==> config.mk <==
export PLATFORM = sky130hd
export DESIGN_NAME = ecst_tracker
export DESIGN_NICKNAME = d
export VERILOG_FILES = /design/src/logic/ecst_pkg.sv /design/src/logic/ecst_tracker.sv
export SDC_FILE = /design/constraint.sdc
export NUM_CORES = 1
export LEC_CHECK = 0
export ABC_AREA = 1
export BUFFER_PORTS_ARGS = -buffer_cell sky130_fd_sc_hd__buf_2
export CAP_MARGIN = 20
export CORE_MARGIN = 2
export CORE_UTILIZATION = 38
export CTS_CLUSTER_SIZE = 16
export DETAILED_ROUTE_END_ITERATION = 10
export GPL_TIMING_DRIVEN = 0
export PLACE_DENSITY_LB_ADDON = 0.15
export SLEW_MARGIN = 40
export SYNTH_ARGS = -nofsm -noshare
export SYNTH_HDL_FRONTEND = slang
export SYNTH_SLANG_ARGS = --single-unit
==> constraint.sdc <==
create_clock -name clk -period 2.1 [get_ports clk]
set_clock_uncertainty 0.05 [all_clocks]
set_input_delay 0.21 -clock clk [delete_from_list [all_inputs] [get_ports clk]]
set_output_delay 0.21 -clock clk [all_outputs]
set_load 0.05 [all_outputs]
==> src/logic/ecst_pkg.sv <==
// Package with constants and types for the extension context status tracker.
package ecst_pkg;

	localparam int ECST_NUM_EXT = 2;
	localparam int ECST_ST_W = 2;

	typedef enum logic [1:0]
	{
		ECST_OFF = 2'h0,
		ECST_INITIAL = 2'h1,
		ECST_CLEAN = 2'h2,
		ECST_DIRTY = 2'h3
	} ecst_status_e;

	localparam logic [1:0] ECST_FS_RESET = 2'h0;
	localparam logic [1:0] ECST_VS_RESET = 2'h0;
	localparam logic [1:0] ECST_XS_RESET = 2'h0;

	localparam logic [3:0] ECST_ADDR_STATUS = 4'h0;
	localparam logic [3:0] ECST_ADDR_EXT0 = 4'h1;
	localparam logic [3:0] ECST_ADDR_EXT1 = 4'h2;

	localparam int ECST_FS_LSB = 0;
	localparam int ECST_VS_LSB = 2;
	localparam int ECST_XS_LSB = 4;
	localparam int ECST_SD_BIT = 31;

	typedef struct packed
	{
		logic access;
		logic modify;
		logic changed;
	} ecst_use_s;

	typedef struct packed
	{
		logic wr;
		logic rd;
		logic [3:0] addr;
		logic [31:0] wdata;
	} ecst_bus_s;

endpackage : ecst_pkg

==> src/logic/ecst_tracker.sv <==
// Context status tracker for floating-point, vector and extra units.
//
// Operation
// Writable FP and vector fields, read-only summary.
// Encoding zero Off, one Initial, two Clean, three Dirty.
// FP field covers all FP registers, CSRs.
// Vector field covers all vector registers, CSRs.
// FP field writable when FP hardware present.
// Vector field writable when vector registers present.
// No extensions means summary reads zero.
// Summary is highest extension status value.
// Dirty bit set when any field Dirty.
// Off unit access raises illegal instruction.
// Instruction execution updates fields, any privilege.
// FP field writes never touch FP registers.
// Vector field writes never touch vector registers.
// Untracked FP dirtiness stores Dirty for Initial/Clean.
// Value-preserving FP write may set Dirty.
// Vector dirtiness may be tracked imprecisely too.
// Software saves only Dirty units, then Clean.
// Software restores Clean from memory, Initial constant.
// Software sets FP field; summary via extensions.
// Disabled unit traps until turned back on.
// Standard units have no enable or disable.
// One shared copy for all privilege modes.
// Modifying instruction sets Dirty on retire.
`timescale 1ns/1ps
`default_nettype none

module ecst_tracker #(
	parameter bit HAS_FP = 1'b1,
	parameter bit HAS_VEC = 1'b1,
	parameter bit HAS_SMODE = 1'b1,
	parameter bit HAS_EXT = 1'b1,
	parameter bit FP_PRECISE = 1'b1,
	parameter bit VEC_PRECISE = 1'b1,
	parameter bit DIRTY_ON_SAME = 1'b0
)
(
	input wire logic clk,
	input wire logic reset_n,
	input wire ecst_pkg::ecst_bus_s bus,
	output logic [31:0] rdata,
	input wire logic retire,
	input wire ecst_pkg::ecst_use_s fp_use,
	input wire ecst_pkg::ecst_use_s vec_use,
	input wire ecst_pkg::ecst_use_s [1:0] ext_use,
	input wire logic [1:0] ext_disable,
	input wire logic [1:0] ext_enable,
	input wire logic [1:0] ext_unconfig,
	output logic fp_illegal,
	output logic vec_illegal,
	output logic ext_illegal,
	output logic ext_init_req,
	output logic [1:0] fp_state_status,
	output logic [1:0] vector_state_status,
	output logic [1:0] ext_state_summary,
	output logic dirty_summary_bit
);

	localparam bit FP_LIVE = HAS_FP || HAS_SMODE;
	localparam bit VEC_LIVE = HAS_VEC || HAS_SMODE;

	logic [1:0] fs_r;
	logic [1:0] vs_r;
	logic [1:0] xs_r [2];
	logic [1:0] xs_max;
	logic [31:0] rdata_r;
	logic init_r;

	// Legalises a software write; untracked dirtiness folds Initial/Clean.
	function automatic logic [1:0] ecst_legal(input logic [1:0] v,
		input bit precise);
		if (!precise && (v == 2'h1 || v == 2'h2))
			ecst_legal = 2'h3; // see R14
		else
			ecst_legal = v;
	endfunction : ecst_legal

	// Next status from execution; a changing modify, or any modify when same_dirty is set, moves Initial or Clean to Dirty.
	function automatic logic [1:0] ecst_exec(input logic [1:0] cur,
		input ecst_pkg::ecst_use_s u, input bit same_dirty);
		ecst_exec = cur;
		if (u.modify && cur != 2'h0 && (u.changed || same_dirty))
			ecst_exec = 2'h3; // see R23
	endfunction : ecst_exec

	// Builds the status word; summary and dirty bits are read-only.
	function automatic logic [31:0] ecst_word(input logic [1:0] fs,
		input logic [1:0] vs, input logic [1:0] xs, input logic sd);
		ecst_word = 32'h0;
		ecst_word[ecst_pkg::ECST_FS_LSB +: 2] = fs;
		ecst_word[ecst_pkg::ECST_VS_LSB +: 2] = vs;
		ecst_word[ecst_pkg::ECST_XS_LSB +: 2] = xs;
		ecst_word[ecst_pkg::ECST_SD_BIT] = sd;
	endfunction : ecst_word

	logic sw_status;
	assign sw_status = bus.wr && bus.addr == ecst_pkg::ECST_ADDR_STATUS;

	// One shared copy serves every privilege mode; software write wins.
	always_ff @(posedge clk)
	begin
		if (!reset_n)
			fs_r <= ecst_pkg::ECST_FS_RESET;
		else if (!FP_LIVE)
			fs_r <= 2'h0;
		else if (sw_status)
			fs_r <= ecst_legal(bus.wdata[ecst_pkg::ECST_FS_LSB +: 2],
				FP_PRECISE); // see R19 see R22
		else if (retire)
			fs_r <= ecst_exec(fs_r, fp_use, DIRTY_ON_SAME);
	end

	always_ff @(posedge clk)
	begin
		if (!reset_n)
			vs_r <= ecst_pkg::ECST_VS_RESET;
		else if (!VEC_LIVE)
			vs_r <= 2'h0;
		else if (sw_status)
			vs_r <= ecst_legal(bus.wdata[ecst_pkg::ECST_VS_LSB +: 2],
				VEC_PRECISE);
		else if (retire)
			vs_r <= ecst_exec(vs_r, vec_use, DIRTY_ON_SAME);
	end

	// Extension units; only these may disable, enable or unconfigure.
	// Status writes touch no data storage here, so state survives Off.
	for (genvar i = 0; i < ecst_pkg::ECST_NUM_EXT; i++)
	begin : g_ext
		logic [3:0] my_addr;
		assign my_addr = (i == 0) ? ecst_pkg::ECST_ADDR_EXT0
			: ecst_pkg::ECST_ADDR_EXT1;
		always_ff @(posedge clk)
		begin
			if (!reset_n)
				xs_r[i] <= ecst_pkg::ECST_XS_RESET;
			else if (!HAS_EXT)
				xs_r[i] <= 2'h0;
			else if (bus.wr && bus.addr == my_addr)
				xs_r[i] <= bus.wdata[1:0];
			else if (retire && ext_disable[i])
				xs_r[i] <= 2'h0;
			else if (retire && ext_enable[i])
				xs_r[i] <= 2'h1;
			else if (retire && ext_unconfig[i] && xs_r[i] != 2'h0)
				xs_r[i] <= 2'h1;
			else if (retire)
				xs_r[i] <= ecst_exec(xs_r[i], ext_use[i], 1'b1);
		end
	end

	always_comb
	begin
		xs_max = (xs_r[0] > xs_r[1]) ? xs_r[0] : xs_r[1];
	end

	// Illegal-instruction flags are combinational so the trap lands in
	// the same cycle as the offending instruction.
	assign fp_illegal = fp_use.access && fs_r == 2'h0; // see R10
	assign vec_illegal = vec_use.access && vs_r == 2'h0; // see R10
	assign ext_illegal = (ext_use[0].access && xs_r[0] == 2'h0)
		|| (ext_use[1].access && xs_r[1] == 2'h0); // see R10

	// Enable forces the extension to reload an initial state.
	always_ff @(posedge clk)
	begin
		if (!reset_n)
			init_r <= 1'b0;
		else
			init_r <= retire && |ext_enable;
	end
	assign ext_init_req = init_r;

	assign fp_state_status = fs_r;
	assign vector_state_status = vs_r;
	assign ext_state_summary = xs_max;
	assign dirty_summary_bit = (fs_r == 2'h3) || (vs_r == 2'h3)
		|| (xs_max == 2'h3);

	always_ff @(posedge clk)
	begin
		if (!reset_n)
			rdata_r <= 32'h0;
		else if (bus.rd)
		begin
			unique case (bus.addr)
				ecst_pkg::ECST_ADDR_STATUS:
					rdata_r <= ecst_word(fs_r, vs_r, xs_max, dirty_summary_bit);
				ecst_pkg::ECST_ADDR_EXT0:
					rdata_r <= {30'h0, xs_r[0]};
				ecst_pkg::ECST_ADDR_EXT1:
					rdata_r <= {30'h0, xs_r[1]};
				default:
					rdata_r <= 32'h0;
			endcase
		end
		else
			rdata_r <= 32'h0;
	end
	assign rdata = rdata_r;

	// Decodes used only by the checks; the logic keeps its own.
	logic wr_ext0;
	logic wr_ext1;
	assign wr_ext0 = bus.wr && bus.addr == ecst_pkg::ECST_ADDR_EXT0;
	assign wr_ext1 = bus.wr && bus.addr == ecst_pkg::ECST_ADDR_EXT1;

	sd_track_a: assert property (
		@(posedge clk) disable iff (!reset_n)
		dirty_summary_bit == (fs_r == 2'h3 || vs_r == 2'h3
		|| xs_max == 2'h3))
		else $error("dirty summary mismatch");

	// A trap on a live unit would make software spin on a good opcode.
	fp_off_trap_a: assert property (
		@(posedge clk) disable iff (!reset_n)
		(fp_use.access && fs_r == 2'h0) |-> fp_illegal)
		else $error("fp access while off not trapped");

	fp_no_trap_a: assert property (
		@(posedge clk) disable iff (!reset_n)
		(!fp_use.access || fs_r != 2'h0) |-> !fp_illegal)
		else $error("fp trap without off access");

	vec_off_trap_a: assert property (
		@(posedge clk) disable iff (!reset_n)
		(vec_use.access && vs_r == 2'h0) |-> vec_illegal)
		else $error("vector access while off not trapped");

	vec_no_trap_a: assert property (
		@(posedge clk) disable iff (!reset_n)
		(!vec_use.access || vs_r != 2'h0) |-> !vec_illegal)
		else $error("vector trap without off access");

	ext1_trap_a: assert property (
		@(posedge clk) disable iff (!reset_n)
		(ext_use[1].access && xs_r[1] == 2'h0) |-> ext_illegal)
		else $error("extension access while off not trapped");

	ext_no_trap_a: assert property (
		@(posedge clk) disable iff (!reset_n)
		!(ext_use[0].access && xs_r[0] == 2'h0)
		&& !(ext_use[1].access && xs_r[1] == 2'h0) |-> !ext_illegal)
		else $error("extension trap without off access");

	// Execution updates; a software write in the same cycle wins.
	fp_dirty_a: assert property (
		@(posedge clk) disable iff (!reset_n)
		(retire && !sw_status && fp_use.modify && fp_use.changed
		&& fs_r != 2'h0)
		|=> fs_r == 2'h3)
		else $error("fp modify did not set dirty");

	vec_dirty_a: assert property (
		@(posedge clk) disable iff (!reset_n)
		(retire && !sw_status && vec_use.modify && vec_use.changed
		&& vs_r != 2'h0)
		|=> vs_r == 2'h3)
		else $error("vector modify did not set dirty");

	fp_same_a: assert property (
		@(posedge clk) disable iff (!reset_n)
		(retire && !sw_status && fp_use.modify && !fp_use.changed
		&& !DIRTY_ON_SAME)
		|=> fs_r == $past(fs_r))
		else $error("fp status moved on unchanged write");

	vec_same_a: assert property (
		@(posedge clk) disable iff (!reset_n)
		(retire && !sw_status && vec_use.modify && !vec_use.changed
		&& !DIRTY_ON_SAME)
		|=> vs_r == $past(vs_r))
		else $error("vector status moved on unchanged write");

	fs_hold_a: assert property (
		@(posedge clk) disable iff (!reset_n)
		(!sw_status && !(retire && fp_use.modify))
		|=> fs_r == $past(fs_r))
		else $error("fp status changed without cause");

	vs_hold_a: assert property (
		@(posedge clk) disable iff (!reset_n)
		(!sw_status && !(retire && vec_use.modify))
		|=> vs_r == $past(vs_r))
		else $error("vector status changed without cause");

	fs_write_a: assert property (
		@(posedge clk) disable iff (!reset_n)
		sw_status |=> fs_r == ecst_legal(
		$past(bus.wdata[ecst_pkg::ECST_FS_LSB +: 2]), FP_PRECISE))
		else $error("fp status write not stored");

	vs_write_a: assert property (
		@(posedge clk) disable iff (!reset_n)
		sw_status |=> vs_r == ecst_legal(
		$past(bus.wdata[ecst_pkg::ECST_VS_LSB +: 2]), VEC_PRECISE))
		else $error("vector status write not stored");

	xs_max_a: assert property (
		@(posedge clk) disable iff (!reset_n)
		xs_max >= xs_r[0] && xs_max >= xs_r[1]
		&& (xs_max == xs_r[0] || xs_max == xs_r[1]))
		else $error("summary not the maximum");

	xs_write0_a: assert property (
		@(posedge clk) disable iff (!reset_n)
		wr_ext0 |=> xs_r[0] == $past(bus.wdata[1:0]))
		else $error("extension 0 status write not stored");

	xs_write1_a: assert property (
		@(posedge clk) disable iff (!reset_n)
		wr_ext1 |=> xs_r[1] == $past(bus.wdata[1:0]))
		else $error("extension 1 status write not stored");

	ext_off_a: assert property (
		@(posedge clk) disable iff (!reset_n)
		(retire && ext_disable[0] && !wr_ext0) |=> xs_r[0] == 2'h0
		&& (!ext_use[0].access || ext_illegal))
		else $error("disabled extension not off");

	ext1_off_a: assert property (
		@(posedge clk) disable iff (!reset_n)
		(retire && ext_disable[1] && !wr_ext1) |=> xs_r[1] == 2'h0)
		else $error("disabled extension 1 not off");

	ext_on_a: assert property (
		@(posedge clk) disable iff (!reset_n)
		(retire && ext_enable[0] && !ext_disable[0] && !wr_ext0)
		|=> xs_r[0] == 2'h1 && ext_init_req)
		else $error("enabled extension not initial");

	ext_unconf_a: assert property (
		@(posedge clk) disable iff (!reset_n)
		(retire && ext_unconfig[1] && !ext_disable[1] && !ext_enable[1]
		&& !wr_ext1 && xs_r[1] != 2'h0)
		|=> xs_r[1] == 2'h1)
		else $error("unconfigured extension not initial");

	rd_data_a: assert property (
		@(posedge clk) disable iff (!reset_n)
		!$past(bus.rd) |-> rdata == 32'h0)
		else $error("read data outside answer cycle");

	rd_status_a: assert property (
		@(posedge clk) disable iff (!reset_n)
		$past(bus.rd && bus.addr == ecst_pkg::ECST_ADDR_STATUS)
		|-> rdata == ecst_word($past(fs_r), $past(vs_r), $past(xs_max),
		$past(dirty_summary_bit)))
		else $error("status read data wrong");

	rd_ext1_a: assert property (
		@(posedge clk) disable iff (!reset_n)
		$past(bus.rd && bus.addr == ecst_pkg::ECST_ADDR_EXT1)
		|-> rdata == {30'h0, $past(xs_r[1])})
		else $error("extension 1 read data wrong");

	fp_dirty_c: cover property (@(posedge clk) disable iff (!reset_n)
		fs_r == 2'h2 ##1 fs_r == 2'h3);
	sd_set_c: cover property (@(posedge clk) disable iff (!reset_n)
		dirty_summary_bit);
	trap_c: cover property (@(posedge clk) disable iff (!reset_n)
		fp_illegal || vec_illegal || ext_illegal);
	ext_on_c: cover property (@(posedge clk) disable iff (!reset_n)
		ext_init_req);
	unconf_c: cover property (@(posedge clk) disable iff (!reset_n)
		xs_r[1] == 2'h3 ##1 xs_r[1] == 2'h1);

endmodule : ecst_tracker

`default_nettype wire

==> results of run 1 <==
-- layout by cell type, fill, tap and decap left out --
| cell type | instances |
|---|---|
| a211oi_1 | 1 |
| a21oi_1 | 8 |
| a31o_2 | 1 |
| a32o_1 | 1 |
| buf_2 | 45 |
| buf_4 | 28 |
| buf_6 | 2 |
| buf_8 | 1 |
| clkbuf_4 | 3 |
| clkbuf_8 | 1 |
| conb_1 | 25 |
| dfxtp_1 | 12 |
| edfxtp_1 | 4 |
| ha_1 | 2 |
| ha_4 | 1 |
| inv_1 | 28 |
| inv_2 | 4 |
| nand2_1 | 31 |
| nand2_2 | 5 |
| nand2_4 | 1 |
| nand3_1 | 7 |
| nand3_2 | 1 |
| nand3_4 | 1 |
| nand3b_1 | 1 |
| nand4_1 | 3 |
| nor2_1 | 12 |
| nor2_2 | 1 |
| nor2_4 | 3 |
| nor3_1 | 2 |
| nor3_2 | 1 |
| o2111ai_1 | 1 |
| o21ai_0 | 12 |
| o21bai_2 | 1 |
| o22ai_1 | 1 |
-- how the worst max path moves through the flow --
stage | depth (start not counted) | to | slack (ns) | startpoint
floorplan | 9 | dirty_summary_bit | 0.10 | xs_r[1][1]$_SDFFCE_PN0P_
global placement | 10 | dirty_summary_bit | 0.25 | xs_r[0][1]$_SDFFCE_PP1P_
detailed placement | 10 | dirty_summary_bit | 0.21 | xs_r[0][1]$_SDFFCE_PP1P_
CTS | 10 | dirty_summary_bit | 0.004 | xs_r[0][1]$_SDFFCE_PP1P_
global route | 10 | dirty_summary_bit | -0.01 | xs_r[0][1]$_SDFFCE_PP1P_
finish | 10 | dirty_summary_bit | 0.12 | xs_r[0][1]$_SDFFCE_PP1P_
-- registers in the layout (all words and copies together) (netlist names) --
name / flops
xs_r: 4
fp_state_status: 2
vector_state_status: 2
rdata: 7
ext_init_req: 1
-- area by class of cell --
class / instances / area [sq um]
Buffer: 27 / 204
Clock buffer: 4 / 36.3
Fill cell: 304 / 1360
Inverter: 32 / 120
Multi-Input combinational cell: 123 / 649
Sequential cell: 16 / 360
Tap cell: 44 / 55.1
Timing Repair Buffer: 49 / 269
-- worst max-delay path, cell delays in order, from the launching register on --
cell and delay [ns]:
edfxtp_1 0.44, inv_2 0.12, ha_4 0.21, o21bai_2 0.15, nand2_1 0.07, nand2_1 0.07
nand2_2 0.06, inv_2 0.06, nand2_2 0.05, nand2_2 0.08, buf_8 0.14
-- per-stage QoR --
| step | setup TNS [ns] | cell area, sq um | utilization [%] | instances |
|---|---|---|---|---|
| 6_report | 0 | 1690 | 55.5 | 295 |
| 5_1_grt | -0.0147 | 1690 | 55.5 | 295 |
| 4_1_cts | 0 | 1650 | 53.9 | 293 |
| 3_5_place_dp | 0 | 1590 | 52.2 | 287 |
| 3_3_place_gp | 0 | 1590 | 52.2 | 287 |
| 2_1_floorplan | 0 | 1310 | - | 198 |
-- power groups by stage --
stage	sequential (mW)	clock, mW	combinational (mW)
2_1_floorplan	0.358	0	0.313
3_3_place_gp	0.344	0	0.401
3_5_place_dp	0.344	0	0.403
4_1_cts	0.336	0.211	0.412
5_1_grt	0.338	0.224	0.479
6_report	0.337	0.205	0.442
-- kinds of logic (layout without fill, tap and decap cells) --
group / Yosys count / count (layout) / synth area share, %
and+or+nand+nor: 69 / 69 / 28.3
AOI/OAI and AO/OA: 26 / 26 / 12.2
DFF: 16 / 16 / 29.5
other: 1 / 25 / 0.307
adders and majority gates: 3 / 3 / 3.08
buffers and inverters: 59 / 112 / 26.6
-- metal layers --
metal  part of all wire [%]  vias up
li1                       -      651
met1                     46      477
met2                     45       51
met3                    8.5        2
met4                   0.35        0
met5                      0        -
-- cell usage after synthesis --
cell type  count  area [sq um]
nand2_2        2          12.5
nor2_4         3          33.8
nor2_1        12          45.0
a21oi_1        8          40.0
nand3_1        7          35.0
nor3_1         2          10.0
nand3b_1       1          7.51
o2111ai_1      1          8.76
buf_6          1          11.3
nor2_2         1          6.26
o22ai_1        1          6.26
nor3_2         1          10.0
nand3_2        1          10.0
edfxtp_1       4           120
o21bai_1       1          7.51
conb_1         1          3.75
inv_2          1          3.75
nand3_4        1          17.5
o21ai_0       12          60.1
buf_4         25           188
nand2_4        1          11.3
nand4_1        3          18.8
a211oi_1       1          7.51
buf_2          1          5.00
inv_1         31           116
nand2_1       34           128
ha_1           3          37.5
a32o_1         1          10.0
a31o_2         1          8.76
dfxtp_1       12           240
-- what timing repair did --
item | in CTS | in global routing
gates resized for setup | 2 | 9
setup buffers | 2 | 2
cloned | 0 | 0
endpoints found under the setup margin | 1 | 2
pin swaps | 0 | 4
==> results.md, run 1 <==
- Outcome: completed
- CTS tree: built
- Yosys reg bits: 16
- Crit-path max FO: 3
- GR Util met2: a little under a quarter
- Fin crit share: around 94%
- Clock latency on the worst-skew pair: ~0.28 ns
- Number of port buffers: 45
- Sequential share of the synthesized area: approximately 30%
- Setup ws final: ~0.12 ns
- Antenna-violating nets left: 0
- Iteration-0 DRC Markers: 30
- Die Width: 60.7 um
- CP endpoint kind: output port
- Die area: between 0.003 and 0.004 sq mm
- GRT overflow: 0
- Clock group share of total power: 20.8%
- NetSw: slightly above 0.4 mW
- CP Class: reg -> out
- Clock sinks: 16
- Final HPWL DP: between 2000 and 2500 um
- Combinational power share: 44.9%
- Hold buffers post-CTS: 0
- PwrDens: roughly 580 mW/mm^2
- Area grow syn2layout: 38.9%
- First-pass GRT wire length: between 4000 and 5000 um
- R2r setup slk: ~0.41 ns
- Clk root buf: clkbuf_4
- Max Fclk: between 500 and 600 MHz
- Vias post-DR: around 1200
- Syn Inst Count: 174
- Leak: around 1 nW
- R2R cell count: 8
- TritonCTS Buffers: 3
- DRT Wirelength: 2540 um
- Seq pwr share: roughly a third
- Final Max Tran Viols: 0
- H-tree Lvls: 1
- Die Ht: just over 60 um
- Sw Ratio: around two fifths
- YS warnings: 0
- Crit start category: flip-flop
- Vias per Instance: 4.00
- Clock-pin slew on the worst setup and hold paths: 0.10 ns
- Fin Hold WS: 0.160 ns
- Total power: 0.984 mW
- Hold path start: bus[3]
- Met1 GRT Util: around a fifth
- DRT Pass-1 Iters: 4
- WP data arrival: 1.72 ns
- Final setup viols: 0
- FF-to-FF Start: xs_r[1][1]$_SDFFCE_PN0P_
- Core Box Area: 0.00305 sq mm
- Max_cap viols: 0
- Share of cells above drive strength 1: roughly two fifths
- Most Used Layer, Global Route: met2
- Hold Crit Class: in -> reg
- Remaining DRCs: 0
- Final hold violations: 0
- Total global-route track usage: ~14%
- # rows: 20
- Final nets: ~310
- Reg2reg end: xs_r[1][0]$_SDFFCE_PN0P_
- Cell Area, Synth: 0.00122 sq mm
- Maximum vdd ir drop: 0.233 mV
- Total I/O pin count: about 100
- Crit path required time: between 1.5 and 2 ns
- Antenna violations before repair: 0
- Placement Setup Slack: roughly 0.21 ns
- ANT cells: 0
- P_int: 0.573 mW
- Pin count of the biggest net entering global routing: 11
- Synth Area per Inst: roughly 7 sq um
- Min-Delay Endpoint: vector_state_status[1]$_SDFFE_PN0P_
- Clock buffer depth: 2
- DR WL/cell: ~8.6 um
- Routability congestion estimate from global placement: ~0.85
- Hold Path Stages: 3
- Min Tclk post-route: a little under 2 ns
- Initial core utilization: around 40%
- Synth unique cells: 30
- GRT met3 Usage: under 10%
- Vias in the first global route: 1017
Power figures use the tool's default switching activity.
==> run 2, diff against run 1 <==
- CORE_UTILIZATION: 38 -> 41
- PLACE_DENSITY: unset -> 0.88
- PLACE_DENSITY_LB_ADDON: 0.15 -> unset
- clock period: 2.1 -> 2.6 ns (I/O delays scaled with it)
==> results.md, run 2 (synthesized netlist as in run 1, its figures left out) <==
- Antenna violations before repair: 0
- Number of port buffers: 45
- Outcome: completed
- Min Tclk post-route: ~2.2 ns
- Crit path required time: 2.29 ns
- Routability congestion estimate from global placement: 0.821
- Maximum vdd ir drop: between 0.2 and 0.3 mV
- Fin Hold WS: just over 0.2 ns
- WP data arrival: approximately 1.9 ns
- CP endpoint kind: output port
- Vias in the first global route: 1027
- Vias per Instance: 4.36
- Crit-path max FO: 4
- Filler cells: roughly 270
- Fin crit share: about 86%
- Initial core utilization: about 44%
- Die Width: about 60 um
- RSZ-0062 raised after global routing: false
- CP most frequent cell: nand2_1
- Clk root buf: clkbuf_4
- Commonest non-fill, non-tap cells in the layout: buf_2, nand2_1, inv_1, buf_4, conb_1
- Clock latency on the worst-skew pair: just under 0.3 ns
- Area grow syn2layout: 30.9%
- Total global-route track usage: between 10% and 20%
- First-pass GRT wire length: about 4100 um
- GRT overflow: 0
- Hold buffers post-CTS: 0
- Post-CTS setup buffer count: 0
- Core Box Area: roughly 0.0028 sq mm
- # rows: 19
- Slowest CP cell: edfxtp_1
- Die area: 0.00343 sq mm
- Antenna-violating nets left: 0
- Clock sinks: 16
- Final Max Tran Viols: 0
- ANT cells: 0
- Final HPWL DP: approximately 2200 um
- Total I/O pin count: around 100
- Pin count of the biggest net entering global routing: 11
- DRT Wirelength: 2620 um
- Hold Crit Class: in -> reg
- H-tree Lvls: 1
- Share of cells above drive strength 1: between 30% and 40%
- Final nets: between 300 and 400
- CP Class: reg -> out
- DRT Pass-1 Iters: 5
- Crit-path max cell delay: slightly above 0.4 ns
- Max reg flops: 7
- Most common cell after layout, fill and taps aside: buf_2
- Setup Total Neg Slack: 0 ns
- Post_cts resized: 0
- Worst Path Buf+Inv: 3
- Top Family by Delay on Critical Path: buffers and inverters
- Final hold violations: 0
- Vias post-DR: between 1000 and 1500
- TritonCTS Buffers: 3
- Remaining DRCs: 0
- Die Ht: just under 60 um
- Max Fclk: roughly 450 MHz
- Crit start category: flip-flop
- Final setup viols: 0
- Leak: roughly 0.94 nW
- DR WL/cell: between 9 and 10 um
- Iteration-0 DRC Markers: 39
- PwrDens: roughly 460 mW/mm^2
- Clock buffer depth: 2
- Max_cap viols: 0
- Critical path cell sequence: inv_1 -> ha_1 -> o21bai_1 -> nand2_1 -> nand2_1 -> nand2_1 -> inv_1 -> nand2_1 -> nand2_1 -> buf_2
- Clock-pin slew on the worst setup and hold paths: 0.09 ns
- CTS tree: built
[run 2: cell count changes in the layout (fill, tap and decap cells not counted), moves of 3 or more]
cell / change
inv_1: +3
inv_2: -3
nand2_1: +3
nand2_2: -3
buf_4: -3
[run 2: routing by layer]
layer,part of all wire (%),vias to the layer above,track usage (%)
met1,41,496,17.8
met3,12,5,3.52
met4,1.4,0,6.98
li1,-,642,-
met5,0,-,0
met2,46,65,27.1
[run 2: worst paths after layout]
kind / slack (ns) / from / depth (start not counted) / to
worst min register to register: 0.47 / vector_state_status[0]$_SDFFE_PN0P_ / 2 / rdata[2]$_SDFF_PN0_
worst max register to register: 0.96 / xs_r[1][1]$_SDFFCE_PN0P_ / 7 / xs_r[1][1]$_SDFFCE_PN0P_
worst max-delay path: 0.37 / xs_r[0][1]$_SDFFCE_PP1P_ / 10 / dirty_summary_bit
worst min-delay path: 0.20 / bus[2] / 3 / vector_state_status[0]$_SDFFE_PN0P_
[run 2: cell type report]
class | instances | area (sq um) | area share (%)
Multi-Input combinational cell | 123 | 626 | 39.2
Sequential cell | 16 | 360 | 22.6
Timing Repair Buffer | 45 | 225 | 14.1
Buffer | 27 | 204 | 12.8
Inverter | 32 | 120 | 7.52
Tap cell | 31 | 38.8 | 2.43
Clock buffer | 3 | 22.5 | 1.41
[run 2: stage by stage]
stage,worst slack [ns],utilization (%),instance area [sq um],cells,power [mW]
finish,0.367,57.4,1600,277,0.730
global route,0.212,57.4,1600,277,0.769
CTS,0.358,57.4,1600,277,0.733
detailed placement,0.682,56.6,1570,274,0.603
global placement,0.733,56.6,1570,274,0.597
floorplan,0.450,-,1310,198,0.541
[run 2: worst min-delay path: cells and delay by family]
kind / cells / cell delay [ns]
AOI/OAI and AO/OA: 2 / 0.17
buffers and inverters: 1 / 0.07
[run 2: where the power goes]
part	internal [mW]	switching, mW	total, mW
Sequential	0.266	0.00608	0.272
Clock	0.0538	0.0776	0.131
Combinational	0.0899	0.236	0.326
Total	0.410	0.320	0.730
==> run 3, diff against run 2 <==
- ABC_AREA: 1 -> unset
- CORE_UTILIZATION: 41 -> 40
- GPL_ROUTABILITY_DRIVEN: unset -> 0
- clock period: 2.6 -> 2.7 ns (I/O delays scaled with it)
==> results.md, run 3 <==
- Hold Crit Class: in -> reg
- Filler cells: around 260
- Placement Setup Slack: approximately 0.64 ns
- Max_cap viols: 0
- Area of the multi-input gates: around 640 sq um
- Synth area leader: dfxtp_1
- Setup ws final: 0.316 ns
- Syn Inst Count: 130
- Reg area: 360 sq um
- Asr flop ratio synth: 0%
- Final HPWL DP: around 2100 um
- Synth Area per Inst: between 8 and 9 sq um
- Top cells by count, synth: buf_4, dfxtp_1, nor2_1, o21ai_0
- Clock group share of total power: between 20% and 30%
- TritonCTS Buffers: 3
- Initial core utilization: between 40% and 50%
- Seq pwr share: 37.6%
- Total global-route track usage: roughly 14%
- Core Box Area: 0.00276 sq mm
- Post-CTS setup buffer count: 0
- Outcome: completed
- WP data arrival: 2.06 ns
- Max Fclk: ~420 MHz
- GRT overflow: 0
- ANT cells: 0
- Hold buffers post-CTS: 0
- Most common cell after layout, fill and taps aside: buf_2
- Yosys top cell area share: 20.8%
- Die Width: about 58 um
- Area grow syn2layout: 33.9%
- Die area: 0.00333 sq mm
- Clock sinks: 16
- RSZ-0062 raised after global routing: false
- CP endpoint kind: output port
- Most common cell in the synthesized netlist: buf_4
- Post-synth EDFFs: 4
- Yosys reg bits: 16
- DRT Pass-1 Iters: 4
- Final setup viols: 0
- Total power: around 0.70 mW
- Combinational power share: 39.6%
- First-pass GRT wire length: approximately 3700 um
- DR WL/cell: 10.6 um
- Largest family of logic cells by synthesized area: compound AO/OA/AOI/OAI gates
- Compound-gate portion of the synthesized area: between 20% and 30%
- Vias in the first global route: 927
- Remaining DRCs: 0
- Crit start category: flip-flop
- Share of cells above drive strength 1: roughly 41%
- Iteration-0 DRC Markers: 28
- Max reg flops: 7
- Crit-path max FO: 4
- # rows: 19
- CTS tree: built
- Commonest non-fill, non-tap cells in the layout: buf_2, buf_4, conb_1, dfxtp_1
- Simple-gate share of the synthesized area: 18.6%
- Clk root buf: clkbuf_4
- Post_cts resized: 0
- Min Tclk post-route: approximately 2.4 ns
- CP Class: reg -> out
- P_int: ~0.42 mW
- Synth unique cells: 40
- NetSw: ~0.28 mW
- Crit path required time: 2.38 ns
- Cell Area, Synth: about 0.0012 sq mm
- Number of port buffers: 45
- Sequential share of the synthesized area: between 30% and 40%
- Vias per Instance: 4.75
- Final Max Tran Viols: 0
- Pin count of the biggest net entering global routing: 11
- PwrDens: about 450 mW/mm^2
- Adder-cell share of the synthesized area: approximately 3.3%
- Final hold violations: 0
- Leak: approximately 0.8 nW
- YS warnings: 0
- Maximum vdd ir drop: ~0.30 mV
- Setup Total Neg Slack: 0 ns
- Hold path start: ext_enable[0]
- Total I/O pin count: 102
- Vias post-DR: between 1000 and 1500
- Clock-pin slew on the worst setup and hold paths: approximately 0.1 ns
- Hold Path Stages: 2
- Final nets: ~270
- Synth top area cells: dfxtp_1, buf_4, edfxtp_1
- H-tree Lvls: 1
- R2R cell count: 5
- XOR/XNOR share of the synthesized area: 0%
- Clock buffer depth: 2
- DRT Wirelength: about 2500 um
- Antenna-violating nets left: 0
- Clock latency on the worst-skew pair: approximately 0.29 ns
- Die Ht: around 58 um
- Fin crit share: 88.3%
- Main synth FF type: dfxtp_1
- CP Launch Point: xs_r[0][1]$_SDFFCE_PP1P_
- Multiplexer share of the synthesized area: between 1.5 and 2%
- Antenna violations before repair: 0
- Sw Ratio: 39.6%
- FF-to-FF Start: xs_r[0][1]$_SDFFCE_PP1P_
==> run 3: cell count changes after synthesis, sizes merged, moves of 3 or more <==
cell,change
nor3,-3
a21oi,-4
a21boi,+4
nand2b,+3
nor3b,+3
nand2,-34
o21ai,-3
inv,-27
nor2,-9
nand3,-4
nor2b,+4
==> run 3: path summary, 6_finish.rpt <==
kind	to	slack, ns
max	dirty_summary_bit	0.32
min	ext_init_req$_SDFF_PN0_	0.17
max reg2reg	rdata[31]$_SDFF_PN0_	0.97
min reg2reg	rdata[3]$_SDFF_PN0_	0.53
==> run 3: power groups by stage <==
stage | Combinational, mW | Clock (mW) | Sequential [mW]
global route | 0.294 | 0.171 | 0.263
detailed placement | 0.274 | 0 | 0.267
global placement | 0.271 | 0 | 0.267
finish | 0.276 | 0.159 | 0.262
CTS | 0.275 | 0.161 | 0.262
floorplan | 0.215 | 0 | 0.275
==> run 3: per-stage QoR <==
stage          utilization (%)  area (sq um)  hold slack [ns]  std cells
3_5_place_dp              54.6          1510            0.468        230
5_1_grt                   55.9          1540            0.166        234
4_1_cts                   55.9          1540            0.163        234
3_3_place_gp              54.6          1510            0.470        230
6_report                  55.9          1540            0.168        234
2_1_floorplan                -          1240            0.358        154
==> run 3: worst max-delay path: stages (launching register included) <==
cell,delay (ns)
edfxtp_1,0.44
inv_1,0.14
ha_1,0.27
or2_2,0.28
a311oi_1,0.33
a21oi_1,0.11
buf_2,0.22
==> run 3: per-layer routing <==
| layer | part of all wire, % | routed length [um] | vias up | global-route usage (%) |
|---|---|---|---|---|
| li1 | - | - | 572 | - |
| met3 | 11 | 271 | 2 | 4.46 |
| met5 | 0 | 0 | - | 0 |
| met1 | 42 | 1040 | 482 | 17.4 |
| met4 | 0.48 | 12 | 0 | 4.32 |
| met2 | 47 | 1150 | 56 | 23.9 |
==> run 3: logic make-up after synthesis <==
kind of cell	Yosys count
buffers and inverters	34
other	1
and+or+nand+nor	36
DFF	16
adders and majority gates	3
muxes	2
AOI/OAI and AO/OA	38
==> run 3: cell type report <==
class / instances / share of cell area [%]
Buffer: 29 / 14.4
Clock buffer: 4 / 2.35
Inverter: 5 / 1.22
Multi-Input combinational cell: 104 / 41.6
Sequential cell: 16 / 23.4
Tap cell: 31 / 2.51
Timing Repair Buffer: 45 / 14.6
